## src/rtl/sbc_pkg.sv

```systemverilog
// shared constants and types for the single/block cycle bus ends
package sbc_pkg;
    // bus widths
    localparam int ADR_W = 32;
    localparam int DAT_W = 32;
    localparam int SEL_W = DAT_W / 8;
    localparam int LEN_W = 8;
    // write data buffer shape
    localparam int FIFO_DEPTH = 16;
    localparam int FIFO_W = DAT_W + 1;
    // slave memory size in words
    localparam int MEM_WORDS = 64;
    // word address step between block phases
    localparam logic [ADR_W-1:0] ADR_STEP = 32'h0000_0001;
    // phase counter value of the final phase
    localparam logic [LEN_W-1:0] LEN_LAST = 8'h00;
    localparam logic [LEN_W-1:0] LEN_STEP = 8'h01;
    // byte lane width
    localparam int LANE_W = 8;

    // master sequencing states
    typedef enum logic [1:0] {
        SBC_IDLE = 2'b00,
        SBC_PHASE = 2'b01,
        SBC_GAP = 2'b10
    } sbc_state_t;
endpackage

```

## src/rtl/sbc_bus_if.sv

```systemverilog
// shared-clock bus between the master end and the slave end
`timescale 1ns/1ps
`default_nettype none
interface sbc_bus_if
    import sbc_pkg::*;
(
    input wire logic clock,
    input wire logic resetn
);
    // master driven
    logic cyc;
    logic stb;
    logic we;
    logic [ADR_W-1:0] adr;
    logic [SEL_W-1:0] sel;
    logic [DAT_W-1:0] dat_m2s;
    logic tgd_m2s;
    logic tga;
    logic sgl;
    logic blk;
    logic rmw;
    // slave driven
    logic ack;
    logic [DAT_W-1:0] dat_s2m;
    logic tgd_s2m;
    logic tgs;

    modport mst (
        input clock, resetn, ack, dat_s2m, tgd_s2m, tgs,
        output cyc, stb, we, adr, sel, dat_m2s, tgd_m2s, tga, sgl, blk, rmw
    );
    modport slv (
        input clock, resetn, cyc, stb, we, adr, sel, dat_m2s, tgd_m2s, tga,
        input sgl, blk, rmw,
        output ack, dat_s2m, tgd_s2m, tgs
    );
endinterface
`default_nettype wire

```

## src/rtl/sbc_fifo.sv

```systemverilog
// synchronous fifo with valid/ready on both sides
`timescale 1ns/1ps
`default_nettype none
module sbc_fifo #(
    parameter int WIDTH = 33,
    parameter int DEPTH = 16
) (
    // clock and reset
    input wire logic clock,
    input wire logic resetn,
    // fill side
    input wire logic in_valid,
    output logic in_ready,
    input wire logic [WIDTH-1:0] in_data,
    // drain side
    output logic out_valid,
    input wire logic out_ready,
    output logic [WIDTH-1:0] out_data
);
    localparam int PW = $clog2(DEPTH);
    localparam logic [PW:0] CNT_FULL = PW'(DEPTH) == '0 ? {1'b1, {PW{1'b0}}}
                                                        : (PW+1)'(DEPTH);

    logic [WIDTH-1:0] mem [DEPTH];
    logic [PW-1:0] wp;
    logic [PW-1:0] rp;
    logic [PW:0] count;
    logic [PW:0] next_count;
    logic push;
    logic pop;

    // handshakes and occupancy
    assign push = in_valid & in_ready;
    assign pop = out_valid & out_ready;
    assign out_data = mem[rp];
    always_comb begin
        next_count = count;
        if (push && !pop) begin
            next_count = count + 1'b1;
        end else if (pop && !push) begin
            next_count = count - 1'b1;
        end
    end

    // storage array
    always_ff @(posedge clock) begin
        if (push) begin
            mem[wp] <= in_data;
        end
    end

    // pointers and registered flags
    always_ff @(posedge clock or negedge resetn) begin
        if (!resetn) begin
            wp <= '0;
            rp <= '0;
            count <= '0;
            in_ready <= 1'b0;
            out_valid <= 1'b0;
        end else begin
            if (push) begin
                wp <= wp + 1'b1;
            end
            if (pop) begin
                rp <= rp + 1'b1;
            end
            count <= next_count;
            in_ready <= next_count != CNT_FULL;
            out_valid <= next_count != '0;
        end
    end
endmodule
`default_nettype wire

```

## src/rtl/sbc_master.sv

```systemverilog
// master end: single and block read/write cycle sequencer
`timescale 1ns/1ps
`default_nettype none
module sbc_master
    import sbc_pkg::*;
#(
    parameter int DEPTH = FIFO_DEPTH
) (
    // clock and reset
    input wire logic clock,
    input wire logic resetn,
    // bus side
    sbc_bus_if.mst bus,
    // command port
    input wire logic cmd_valid,
    output logic cmd_ready,
    input wire logic cmd_write,
    input wire logic cmd_block,
    input wire logic [LEN_W-1:0] cmd_count,
    input wire logic [ADR_W-1:0] cmd_adr,
    input wire logic [SEL_W-1:0] cmd_sel,
    input wire logic cmd_tag,
    // write data stream into the buffer
    input wire logic wr_valid,
    output logic wr_ready,
    input wire logic [DAT_W-1:0] wr_data,
    input wire logic wr_tag,
    // read data out and master wait request
    input wire logic rd_hold,
    output logic rd_valid,
    output logic [DAT_W-1:0] rd_data,
    output logic rd_tag,
    output logic rd_stag,
    // end of cycle
    output logic done
);
    sbc_state_t state;
    logic cyc;
    logic stb;
    logic we;
    logic [ADR_W-1:0] adr;
    logic [SEL_W-1:0] sel;
    logic [DAT_W-1:0] dat;
    logic tgd;
    logic tga;
    logic sgl;
    logic blk;
    logic [LEN_W-1:0] left;
    logic f_valid;
    logic f_ready;
    logic [FIFO_W-1:0] f_data;
    logic acked;
    logic last;
    logic can_go;
    logic start;
    logic advance;

    // write data buffer between user and bus
    sbc_fifo #(
        .WIDTH(FIFO_W),
        .DEPTH(DEPTH)
    ) u_wbuf (
        .clock(clock),
        .resetn(resetn),
        .in_valid(wr_valid),
        .in_ready(wr_ready),
        .in_data({wr_tag, wr_data}),
        .out_valid(f_valid),
        .out_ready(f_ready),
        .out_data(f_data)
    );

    // bus outputs come from flops, except rmw which is tied low
    assign bus.cyc = cyc;
    assign bus.stb = stb;
    assign bus.we = we;
    assign bus.adr = adr;
    assign bus.sel = sel;
    assign bus.dat_m2s = dat;
    assign bus.tgd_m2s = tgd;
    assign bus.tga = tga;
    assign bus.sgl = sgl;
    assign bus.blk = blk;
    assign bus.rmw = 1'b0; // read-modify-write not supported

    // phase completion and next-phase readiness
    assign acked = stb & bus.ack;
    assign last = left == LEN_LAST;
    assign can_go = we ? f_valid : ~rd_hold;
    assign start = (state == SBC_IDLE) & cmd_valid & cmd_ready
                   & (~cmd_write | f_valid);
    // go straight into the next phase or leave the gap
    assign advance = ((state == SBC_PHASE) & acked & ~last)
                     | (state == SBC_GAP);
    // pop write data exactly when it is loaded onto the bus
    assign f_ready = (start & cmd_write) | (we & can_go & advance);

    // sequencing of cyc and stb
    always_ff @(posedge clock or negedge resetn) begin
        if (!resetn) begin
            state <= SBC_IDLE;
            cyc <= 1'b0;
            stb <= 1'b0;
            cmd_ready <= 1'b0;
        end else begin
            case (state)
                SBC_IDLE: begin
                    cmd_ready <= 1'b1;
                    if (start) begin
                        // cyc and stb rise together at edge 0
                        cyc <= 1'b1;
                        stb <= 1'b1;
                        cmd_ready <= 1'b0;
                        state <= SBC_PHASE;
                    end
                end
                SBC_PHASE: begin
                    if (acked && last) begin
                        cyc <= 1'b0;
                        stb <= 1'b0;
                        state <= SBC_IDLE;
                    end else if (acked && !can_go) begin
                        stb <= 1'b0;
                        state <= SBC_GAP;
                    end
                    // without ack the phase simply waits
                end
                SBC_GAP: begin
                    cyc <= 1'b1;
                    if (can_go) begin
                        stb <= 1'b1;
                        state <= SBC_PHASE;
                    end
                end
                default: begin
                    cyc <= 1'b0;
                    stb <= 1'b0;
                    state <= SBC_IDLE;
                end
            endcase
        end
    end

    // cycle attributes and cycle tags, fixed for the whole cycle
    always_ff @(posedge clock or negedge resetn) begin
        if (!resetn) begin
            we <= 1'b0;
            sel <= '0;
            tga <= 1'b0;
            sgl <= 1'b0;
            blk <= 1'b0;
        end else if (start) begin
            we <= cmd_write;
            sel <= cmd_sel;
            tga <= cmd_tag;
            sgl <= ~cmd_block;
            blk <= cmd_block;
        end else if (state == SBC_PHASE && acked && last) begin
            sgl <= 1'b0;
            blk <= 1'b0;
        end
    end

    // address and phase count; new address on the ack edge
    always_ff @(posedge clock or negedge resetn) begin
        if (!resetn) begin
            adr <= '0;
            left <= '0;
        end else if (start) begin
            adr <= cmd_adr;
            left <= (cmd_block && cmd_count != LEN_LAST)
                    ? cmd_count - LEN_STEP : LEN_LAST;
        end else if (state == SBC_PHASE && acked && !last) begin
            adr <= adr + ADR_STEP;
            left <= left - LEN_STEP;
        end
    end

    // write data loaded from the buffer with each write phase
    always_ff @(posedge clock or negedge resetn) begin
        if (!resetn) begin
            dat <= '0;
            tgd <= 1'b0;
        end else if (f_ready) begin
            dat <= f_data[DAT_W-1:0];
            tgd <= f_data[DAT_W];
        end
    end

    // read capture on the acknowledged edge
    always_ff @(posedge clock or negedge resetn) begin
        if (!resetn) begin
            rd_valid <= 1'b0;
            rd_data <= '0;
            rd_tag <= 1'b0;
            rd_stag <= 1'b0;
        end else begin
            rd_valid <= acked & ~we;
            if (acked && !we) begin
                rd_data <= bus.dat_s2m;
                rd_tag <= bus.tgd_s2m;
                rd_stag <= bus.tgs;
            end
        end
    end

    // one pulse as the cycle ends
    always_ff @(posedge clock or negedge resetn) begin
        if (!resetn) begin
            done <= 1'b0;
        end else begin
            done <= (state == SBC_PHASE) & acked & last;
        end
    end
endmodule
`default_nettype wire

```

## src/flat_wrapper.sv

```systemverilog
// flat-port wrapper written by rule: the top's interface ports become plain ports
module sbc_master_flat import sbc_pkg::*;
#(
    parameter int DEPTH = FIFO_DEPTH
)
  (clock, resetn, cmd_valid, cmd_ready, cmd_write, cmd_block, cmd_count, cmd_adr, cmd_sel, cmd_tag, wr_valid, wr_ready, wr_data, wr_tag, rd_hold, rd_valid, rd_data, rd_tag, rd_stag, done, bus_ack, bus_dat_s2m, bus_tgd_s2m, bus_tgs, bus_cyc, bus_stb, bus_we, bus_adr, bus_sel, bus_dat_m2s, bus_tgd_m2s, bus_tga, bus_sgl, bus_blk, bus_rmw);
  sbc_bus_if bus_i (.clock(clock), .resetn(resetn));
  input wire logic clock;
  input wire logic resetn;
  input wire logic cmd_valid;
  output logic cmd_ready;
  input wire logic cmd_write;
  input wire logic cmd_block;
  input wire logic [LEN_W-1:0] cmd_count;
  input wire logic [ADR_W-1:0] cmd_adr;
  input wire logic [SEL_W-1:0] cmd_sel;
  input wire logic cmd_tag;
  input wire logic wr_valid;
  output logic wr_ready;
  input wire logic [DAT_W-1:0] wr_data;
  input wire logic wr_tag;
  input wire logic rd_hold;
  output logic rd_valid;
  output logic [DAT_W-1:0] rd_data;
  output logic rd_tag;
  output logic rd_stag;
  output logic done;
  input wire logic [$bits(bus_i.ack)-1:0] bus_ack;
  input wire logic [$bits(bus_i.dat_s2m)-1:0] bus_dat_s2m;
  input wire logic [$bits(bus_i.tgd_s2m)-1:0] bus_tgd_s2m;
  input wire logic [$bits(bus_i.tgs)-1:0] bus_tgs;
  output wire logic [$bits(bus_i.cyc)-1:0] bus_cyc;
  output wire logic [$bits(bus_i.stb)-1:0] bus_stb;
  output wire logic [$bits(bus_i.we)-1:0] bus_we;
  output wire logic [$bits(bus_i.adr)-1:0] bus_adr;
  output wire logic [$bits(bus_i.sel)-1:0] bus_sel;
  output wire logic [$bits(bus_i.dat_m2s)-1:0] bus_dat_m2s;
  output wire logic [$bits(bus_i.tgd_m2s)-1:0] bus_tgd_m2s;
  output wire logic [$bits(bus_i.tga)-1:0] bus_tga;
  output wire logic [$bits(bus_i.sgl)-1:0] bus_sgl;
  output wire logic [$bits(bus_i.blk)-1:0] bus_blk;
  output wire logic [$bits(bus_i.rmw)-1:0] bus_rmw;
  assign bus_i.ack = bus_ack;
  assign bus_i.dat_s2m = bus_dat_s2m;
  assign bus_i.tgd_s2m = bus_tgd_s2m;
  assign bus_i.tgs = bus_tgs;
  assign bus_cyc = bus_i.cyc;
  assign bus_stb = bus_i.stb;
  assign bus_we = bus_i.we;
  assign bus_adr = bus_i.adr;
  assign bus_sel = bus_i.sel;
  assign bus_dat_m2s = bus_i.dat_m2s;
  assign bus_tgd_m2s = bus_i.tgd_m2s;
  assign bus_tga = bus_i.tga;
  assign bus_sgl = bus_i.sgl;
  assign bus_blk = bus_i.blk;
  assign bus_rmw = bus_i.rmw;
  sbc_master #(.DEPTH(DEPTH)) u_core (.clock(clock), .resetn(resetn), .bus(bus_i), .cmd_valid(cmd_valid), .cmd_ready(cmd_ready), .cmd_write(cmd_write), .cmd_block(cmd_block), .cmd_count(cmd_count), .cmd_adr(cmd_adr), .cmd_sel(cmd_sel), .cmd_tag(cmd_tag), .wr_valid(wr_valid), .wr_ready(wr_ready), .wr_data(wr_data), .wr_tag(wr_tag), .rd_hold(rd_hold), .rd_valid(rd_valid), .rd_data(rd_data), .rd_tag(rd_tag), .rd_stag(rd_stag), .done(done));
endmodule
```

## config.mk

```make
export PLATFORM = sky130hd
export DESIGN_NAME = sbc_master_flat
export DESIGN_NICKNAME = d
export VERILOG_FILES = /design/src/rtl/sbc_pkg.sv /design/src/rtl/sbc_bus_if.sv /design/src/rtl/sbc_fifo.sv /design/src/rtl/sbc_master.sv /design/src/flat_wrapper.sv
export SDC_FILE = /design/constraint.sdc
export NUM_CORES = 1
export LEC_CHECK = 0
export BUFFER_PORTS_ARGS = -buffer_cell sky130_fd_sc_hd__buf_2
export CAP_MARGIN = 10
export CORE_MARGIN = 2
export CORE_UTILIZATION = 54
export CTS_CLUSTER_SIZE = 20
export DETAILED_ROUTE_END_ITERATION = 12
export MAX_ROUTING_LAYER = met4
export PLACE_DENSITY = 0.82
export SLEW_MARGIN = 20
export SYNTH_ARGS = -nofsm -noshare
export SYNTH_HDL_FRONTEND = slang
export SYNTH_HIERARCHICAL = 1
export SYNTH_SLANG_ARGS = --single-unit
```

## constraint.sdc

```tcl
create_clock -name clock -period 2.75 [get_ports clock]
set_input_delay 0.275 -clock clock [delete_from_list [all_inputs] [get_ports clock]]
set_output_delay 0.275 -clock clock [all_outputs]
set_load 0.01 [all_outputs]
```

# Yosys cells after proc, flatten, opt, wreduce, memory -nomap -nowiden
# Memory sizes are Yosys's and may differ from the RTL's. A register that Yosys moved wholly into a read port is not among the register bits.
# Index checks and enable logic that the tools add are counted.
[word_totals]
out_inout_bits = 114
reg_bits = 104
ramBits = 528
in_bits = 120
memories = 1
word_cells = 106
[memory_table]
columns = ["name", "words", "word_bits", "rd", "rd_clocked_by_memory_dff", "write_ports", "line_no", "text"]
rows = [
  ["u_core.u_wbuf.mem", 16, 33, 1, 1, 1, "sbc_fifo.sv:24", "logic [WIDTH-1:0] mem [DEPTH];"],
]
[op_classes]
reduce_logical = 23
add_sub_neg = 7
bitwise_logic = 21
n_eq_ne = 7
muxes = 26
[ops]
columns = ["op", "n"]
rows = [
  ["$mux W32", 2],
  ["$add A32 B1 Y32 const B", 1],
  ["$mux W8", 3],
  ["$sub A8 B1 Y8 const B", 2],
  ["$and A1 B1 Y1", 13],
  ["$mux W1", 12],
  ["$mux W5", 2],
  ["$logic_and A1 B1 Y1", 9],
  ["$add A4 B1 Y4 const B", 2],
  ["$logic_not A8 Y1", 1],
  ["$mux W2", 4],
  ["$reduce_bool A8 Y1", 1],
  ["$logic_not A1 Y1", 6],
  ["$pmux W1 S3", 2],
  ["$pmux W2 S3", 1],
  ["$add A5 B1 Y5 const B", 1],
  ["$ne A5 B5 Y1 const B", 1],
  ["$not A1 Y1", 5],
  ["$reduce_bool A5 Y1", 1],
  ["$sub A5 B1 Y5 const B", 1],
  ["$ne A2 B1 Y1 const B", 2],
  ["$reduce_bool A2 Y1", 2],
  ["$ne A3 B3 Y1 const B", 1],
  ["$or A1 B1 Y1", 3],
  ["6 further kinds", 6],
]

# Depth between registers and ports, before layout
# Gate-level depths: netlist of the first run.
[depth]
ltp_word = 11
ltp_mapped = 15
depth_no_buf = 13

# Modules after synthesis
# Netlist of the first run, hierarchy kept.
[by_module_without_submodules]
columns = ["mod", "seq_area_each_um2", "area_per_inst_um2", "cells_each", "instances"]
rows = [
  ["sbc_fifo", 16230.6, 20591.0, 900, 1],
  ["sbc_master", 3052.9, 5685.5, 511, 1],
]

# Worst setup path before layout of the first run
# No wires, ideal clock.
[synth_path]
path_type = "register to register"
startpoint = "register u_core.left[0]"
endpoint = "register u_core.u_wbuf.in_ready"
path_stages_with_launch = 15
synth_period_minus_slack_ps = 2861
slack_ps = -111
t_required_ps = 2611
n_path_buf = 2
setup_ps = 139
arrival_ps = 2722
cell_sequence = "dfrtp_1 inv_1 ha_1 or3b_2 o21ai_4 a21oi_2 a31oi_4 buf_6 inv_1 and2_1 clkbuf_1 nor2_1 a22oi_1 xor2_1 nand4_1"
[synth_via]
elab_chain_cells = 11
elab_cells_between_ends = 13
classes_between = "eq/ne (1); mux (2); bitwise (6); reduce/logical (4)"
[synth_lines]
columns = ["item", "line_no", "text"]
rows = [
  ["start, declared", "sbc_master.sv:48", "logic [LEN_W-1:0] left;"],
  ["start signal, assigned", "sbc_master.sv:171", "left <= (cmd_block && cmd_count != LEN_LAST)"],
  ["start signal, assigned", "sbc_master.sv:175", "left <= left - LEN_STEP;"],
  ["$logic_not A8 Y1 (*)", "sbc_master.sv:88", "assign last = left == LEN_LAST;"],
  ["$not A1 Y1 (*)", "sbc_master.sv:93", "assign advance = ((state == SBC_PHASE) & acked & ~last)"],
  ["$and A1 B1 Y1 (*)", "sbc_master.sv:93", ""],
  ["$or A1 B1 Y1 (*)", "sbc_master.sv:94", "| (state == SBC_GAP);"],
  ["$and A1 B1 Y1 (*)", "sbc_master.sv:96", "assign f_ready = (start & cmd_write) | (we & can_go & advance);"],
  ["$or A1 B1 Y1 (*)", "sbc_master.sv:96", ""],
  ["named net u_core.f_ready", "sbc_master.sv:50", "logic f_ready;"],
  ["$and A1 B1 Y1 (*)", "sbc_fifo.sv:34", "assign pop = out_valid & out_ready;"],
  ["$logic_and A1 B1 Y1 / $logic_not A1 Y1 (equally long branches)", "sbc_fifo.sv:40, sbc_fifo.sv:38", ""],
  ["$mux W5 / $logic_and A1 B1 Y1 (equally long branches)", "sbc_fifo.sv:40, sbc_fifo.sv:38", ""],
  ["$mux W5 (*)", "sbc_fifo.sv:38", "if (push && !pop) begin"],
  ["$ne A5 B5 Y1 (*)", "sbc_fifo.sv:68", "in_ready <= next_count != CNT_FULL;"],
  ["end signal, assigned", "sbc_fifo.sv:58", "in_ready <= 1'b0;"],
  ["end signal, assigned", "sbc_fifo.sv:68", ""],
  ["end, declared", "sbc_fifo.sv:13", "output logic in_ready,"],
]
# The timed path passes the listed nets; every way through them passes the cells marked *.
# A chain may end at the register's enable or synchronous reset.

# Worst setup path in the final report of the first run
# Ends and elaborated chain as after synthesis.

==> reports/results.ini, run 1 <==
[run_status]
outcome=finished, final reports clean

[clocking]
cts_setup_buffers=0
numCtsBuffers=67
clkLatencyLatePin_ns=0.62
cts_tree=built
clockBufferDepth=3
path_clk_slew_ns=0.06
clock-root-buffer=clkbuf_16
cts.sinks=665
h-tree-depth=3

[floorplanning]
die_w_microns=225
die_y_microns=225
dieArea_sq_um=50400
fp-row-count=80
start_util=0.549
ioPinCount=234
core_area_sq_um=47800

[placed_design]
placed_cells=2233
place_area_sq_um=28600
place_ws_ns=0.130
place.gp.congestion=0.900
dp_hpwl_mm=34.2
portBuffers=232

[cells_and_area]
fin_cells=2435
area_growth_pct=19.7
final_area_sq_um=31400
fin_util=0.657
nets=1892
drive_above_1_share=0.332

[job]
max_cap_viol_count=0

[sta]
setup_viol=0
holdWs_ns=0.0315
slew_violations=0
slew_headroom=0.298
fin_skew_ns=0.0232
hold_viol_final=0
fmax_ghz=0.378
finalWorstSetupSlack_ns=0.104
fin_crit_ns=2.65
tns_ns=0
max_slew.worst_pin.slew_ns=1.05
fin_crit_sh=0.962

[global_routing]
grt-ovfl-total=0
grt_pass1_vias=15939
grtUsageTotal=0.273
antenna_found_initial=5
grt_max_degree=69
grt_pass1_wl_mm=97.8

[worst_setup_path]
worst-path-buf-inv=2
crit_cells=12
crit_arrival_ns=3.11
endpoint_kind=flip-flop
path_cells=inv_1, ha_1, or3b_4, o21ai_4, a21oi_2, a31oi_4, inv_1, nand2_2, a21oi_1, nor4_1, a311o_1, nand4_1
slowest_delay_ns=0.44
start_kind=flip-flop
critPathKind=flip-flop to flip-flop
cp_top_family=simple AND/OR/NAND/NOR gates
slowest_stage=or3b_4
r2r_cells=12
cp_max_fo=5
required_ns=3.21
rrSetupSlack_ns=0.10
crit_path_frequent_cell=inv_1

[logic_synthesis]
seq_area_frac_synth=0.734
ys_warn_count=6
synth-seq-cells=665
synth_most_common_cell=edfxtp_1
ys_async_sr_fraction=0.206
yosys_most_used_dff=edfxtp_1
synth.distinct_cells=60
synth.avg_cell_area_sq_um=18.6
synth_edf_count=528
synthesis.nets=1542
synth_common_cells=edfxtp_1, dfrtp_1, mux4_2, nand2_1, a22oi_1
synth.largest_area_cell=edfxtp_1
synthCells=1411
synthTopCellsByArea=edfxtp_1, dfrtp_1, mux4_2
yosysTopAreaCellShare=0.603
synth_area_sq_um=26300

[power]
ir_drop_v=0.000708
total_power_mw=32.9
p_leak_nw=11.2
powerDensity_nw_per_um2=1050

[min_path]
hp-class=input port to flip-flop
hold_path_depth=1

[drt]
drt_first_iter_violations=1770
vias_per_cell=6.22
vias=15142
antenna_left=0
wl_per_cell_microns=27.1
first_pass_iters=5
drt-total-wl_mm=65.9
drc=0

-- worst paths after layout --
path                                             endpoint         startpoint
max in group asynchronous                  u_core/left[1]             resetn
min in group asynchronous               u_core/bus.adr[5]             resetn
worst min register to register          u_core/bus.sel[1]  u_core/bus.sel[1]
worst min-delay path            u_core/u_wbuf/mem[13][29]        wr_data[29]
worst max-delay path               u_core/u_wbuf/in_ready     u_core/left[0]
worst max register to register     u_core/u_wbuf/in_ready     u_core/left[0]
-- layout make-up --
class                      count  area [sq um]
clock buffer                  93          1850
inverter                      18          67.6
tap                          615           769
sequential                   665         19300
fill                        3039         16400
clock inverter                29           268
antenna                        6          15.0
multi-input combinational    659          6620
timing repair buffer         350          2560
-- sequential cells by signal, indices dropped and copies added, names as in the netlist, 2 cells and up --
register and cells:
u_core/u_wbuf/rp 4, u_core/state 2, u_core/u_wbuf/count 5, u_core/rd_data 32, u_core/bus.dat_m2s 32, u_core/bus.sel 4, u_core/u_wbuf/wp 4, u_core/left 8
u_core/bus.adr 32, u_core/u_wbuf/mem 528
-- cells by family after synthesis --
group,after synthesis,share of synthesized area
flops,665,0.734
xor+xnor,42,0.0140
mux,206,0.145
other cells,1,0.000143
fa+ha+maj,11,0.00524
buf+inv,87,0.0166
compound gates,146,0.0382
simple gates,253,0.0472
-- report_power, final --
| group | total, mW | internal [mW] | switching, mW |
|---|---|---|---|
| Sequential | 14.0 | 12.7 | 1.33 |
| Clock | 8.82 | 4.97 | 3.85 |
| Combinational | 10.0 | 4.67 | 5.36 |
| Total | 32.9 | 22.3 | 10.5 |
-- routing by layer --
layer	routed length (microns)	track usage	part of all wire	vias up
met5	0	-	0	-
met4	2760	0.123	0.042	0
met3	5890	0.0581	0.089	193
met2	33600	0.445	0.51	879
met1	23600	0.332	0.36	7735
li1	-	-	-	6335
-- cells in the final DEF, fill, tap and decap left out, types with 18 or more instances in the layout --
cell type | synthesis | layout
a22oi_1 | 67 | 67
buf_12 | 0 | 26
buf_2 | 15 | 231
buf_4 | 2 | 18
clkbuf_1 | 36 | 18
clkbuf_16 | 0 | 67
dfrtp_1 | 137 | 135
dlygate4sd3_1 | 0 | 74
edfxtp_1 | 528 | 528
inv_1 | 18 | 18
mux2_2 | 65 | 65
mux4_2 | 132 | 132
nand2_1 | 110 | 109
nand3_1 | 22 | 22
nor2_1 | 25 | 22
o21ai_0 | 30 | 30
xnor2_1 | 33 | 33
-- timing repair --
item,CTS,global route
hold buffers,74,0
resized for setup,0,3
endpoints found under the hold margin,126,0
endpoints found under the setup margin,0,3
(Power assumes the default switching activity.)
==> run 2, diff against run 1 <==
--- a/config.mk
+++ b/config.mk
@@ -7,8 +7,10 @@
 export LEC_CHECK = 0
 export BUFFER_PORTS_ARGS = -buffer_cell sky130_fd_sc_hd__buf_2
 export CAP_MARGIN = 10
+export CELL_PAD_IN_SITES_DETAIL_PLACEMENT = 1
+export CELL_PAD_IN_SITES_GLOBAL_PLACEMENT = 2
 export CORE_MARGIN = 2
-export CORE_UTILIZATION = 54
+export CORE_UTILIZATION = 41
 export CTS_CLUSTER_SIZE = 20
 export DETAILED_ROUTE_END_ITERATION = 12
 export MAX_ROUTING_LAYER = met4
==> reports/results.ini, run 2 (same netlist as run 1, synthesis figures left out) <==
[cells_and_area]
area_growth_pct=22.4
layout_common_cells=edfxtp_1, buf_2, dfrtp_1
final_area_sq_um=32200  ; +2.3%
final.fill_count=5864  ; +93%
nets=1915  ; +1.2%
fin_util=0.509  ; -0.148
largest_reg_flops=528  ; unchanged
drive_above_1_share=0.346  ; +0.0138
regMostFlops=u_core/u_wbuf/mem
final_common_cell=edfxtp_1

[drt]
wl_per_cell_microns=25.5  ; -5.8%
first_pass_iters=5  ; unchanged
vias=14874  ; -1.8%
antenna_left=0  ; unchanged
drt-total-wl_mm=68.6  ; +4.2%
drt_first_iter_violations=1162  ; -34%
drc=0  ; unchanged
vias_per_cell=5.53  ; -11%

[global_routing]
grt_pass1_wl_mm=103  ; +5.2%
grt_pass1_vias=16064  ; +0.78%
antenna_found_initial=7  ; +2
grt-ovfl-total=0  ; unchanged
grt_max_degree=53  ; -23%
grtUsageTotal=0.215  ; -0.0578

[worst_setup_path]
crit_arrival_ns=3.04  ; -0.07 ns
start_kind=flip-flop
cp_max_fo=5  ; unchanged
rrSetupSlack_ns=0.18  ; +0.07 ns
critPathKind=flip-flop to flip-flop
endpoint_kind=flip-flop
required_ns=3.21  ; about the same

[floorplanning]
core_area_sq_um=63200  ; +32%
die_w_microns=257  ; +14%
die_y_microns=257  ; +14%
ioPinCount=234  ; unchanged
dieArea_sq_um=66100  ; +31%
start_util=0.416  ; -0.133
fp-row-count=92  ; +15%

[placed_design]
portBuffers=232  ; unchanged
dp_hpwl_mm=38.9  ; +14%
place_area_sq_um=28900  ; +1.1%
place.gp.congestion=0.822  ; -8.6%

[power]
power_frac_seq=0.414  ; -0.013
power.switching_mw=10.7  ; +1.7%
p_leak_nw=11.4  ; +1.7%
ir_drop_v=0.000649  ; -8.3%
switching_share=0.318  ; -0.00290
clkPwrFrac=0.282  ; +0.014
p_comb_frac=0.304  ; about the same
powerDensity_nw_per_um2=1050  ; +0.29%
intPower_mw=23.0  ; +3.0%

[sta]
slew_headroom=0.546  ; +0.248
max_slew.worst_pin.slew_ns=0.680  ; -0.373 ns
hold_viol_final=0  ; unchanged
fmax_ghz=0.389  ; +2.9%
slew_violations=0  ; unchanged
fin_crit_sh=0.935  ; -0.0268
fin_crit_ns=2.57  ; -0.0737 ns
fin_skew_ns=0.0288  ; +0.00563 ns
setup_viol=0  ; unchanged
holdWs_ns=0.0336  ; +0.00208 ns

[clocking]
cts_tree=built
clock-root-buffer=clkbuf_16
h-tree-depth=3  ; unchanged
path_clk_slew_ns=0.06  ; about the same
clkLatencyLatePin_ns=0.63  ; about the same
cts.sinks=665  ; unchanged
numCtsBuffers=72  ; +7.5%
clockBufferDepth=3  ; unchanged

[min_path]
hp-class=input port to flip-flop

[job]
max_cap_viol_count=0  ; unchanged

[run_status]
outcome=finished, final reports clean

-- run 2: final timing paths --
path                            cells after the start                        end         startpoint
worst max-delay path                               12     u_core/u_wbuf/in_ready     u_core/left[0]
worst min-delay path                                1  u_core/u_wbuf/mem[10][15]        wr_data[15]
worst max register to register                     12     u_core/u_wbuf/in_ready     u_core/left[0]
worst min register to register                      2          u_core/bus.sel[3]  u_core/bus.sel[3]
max in group asynchronous                           3             u_core/left[1]             resetn
min in group asynchronous                           2         u_core/bus.adr[13]             resetn
-- run 2: routing by layer --
layer | up-vias | global-route usage | part of all wire
li1 | 6384 | - | -
met1 | 7806 | 0.278 | 0.41
met2 | 563 | 0.348 | 0.50
met3 | 121 | 0.0374 | 0.067
met4 | 0 | 0.0712 | 0.024
met5 | - | - | 0
-- run 2: power groups by stage --
| stage | clock network, mW | logic [mW] | registers [mW] |
|---|---|---|---|
| floorplan | 0 | 6.29 | 14.1 |
| global placement | 0 | 9.77 | 14.0 |
| detailed placement | 0 | 10.1 | 14.2 |
| CTS | 9.71 | 10.3 | 14.0 |
| global route | 10.1 | 11.1 | 14.2 |
| finish | 9.51 | 10.2 | 14.0 |
-- run 2: critical path, cell delays in order (launching register included) --
cell	delay, ns
dfrtp_1	0.40
inv_1	0.08
ha_2	0.20
or3b_4	0.43
o21ai_4	0.15
a21oi_2	0.08
a31oi_4	0.20
inv_1	0.09
nand2_2	0.10
a21oi_2	0.09
a22oi_2	0.27
xor2_2	0.22
nand4_1	0.12
-- run 2: repair_timing --
action | 4_1_cts | 5_1_grt
resized for setup | 2 | 13
setup endpoints to repair | 2 | 5
buffers inserted | 0 | 2
hold buffers | 85 | 0
cloned | 0 | 0
endpoints found under the hold margin | 170 | 0
pin swaps | 2 | 4
-- run 2: through the flow --
step | cells | setup slack [ns] | setup TNS [ns] | power [mW]
floorplan | 1411 | 0.00417 | 0 | 20.3
global placement | 2469 | 0.172 | 0 | 23.8
detailed placement | 2469 | 0.00758 | 0 | 24.2
CTS | 2684 | 0.0118 | 0 | 34.0
global route | 2692 | -0.0327 | -0.0491 | 35.3
finish | 2692 | 0.178 | 0 | 33.7
-- run 2: area by class of cell --
type / count / area [sq um] / share of cell area
inverters: 18 / 67.6 / 0.00210
diodes: 6 / 15.0 / 0.000467
well taps: 846 / 1060 / 0.0329
clock buffers: 100 / 2020 / 0.0627
multi-input cells: 659 / 6680 / 0.208
repair buffers: 368 / 2710 / 0.0844
clock inverters: 30 / 327 / 0.0102
flip-flops and latches: 665 / 19300 / 0.600
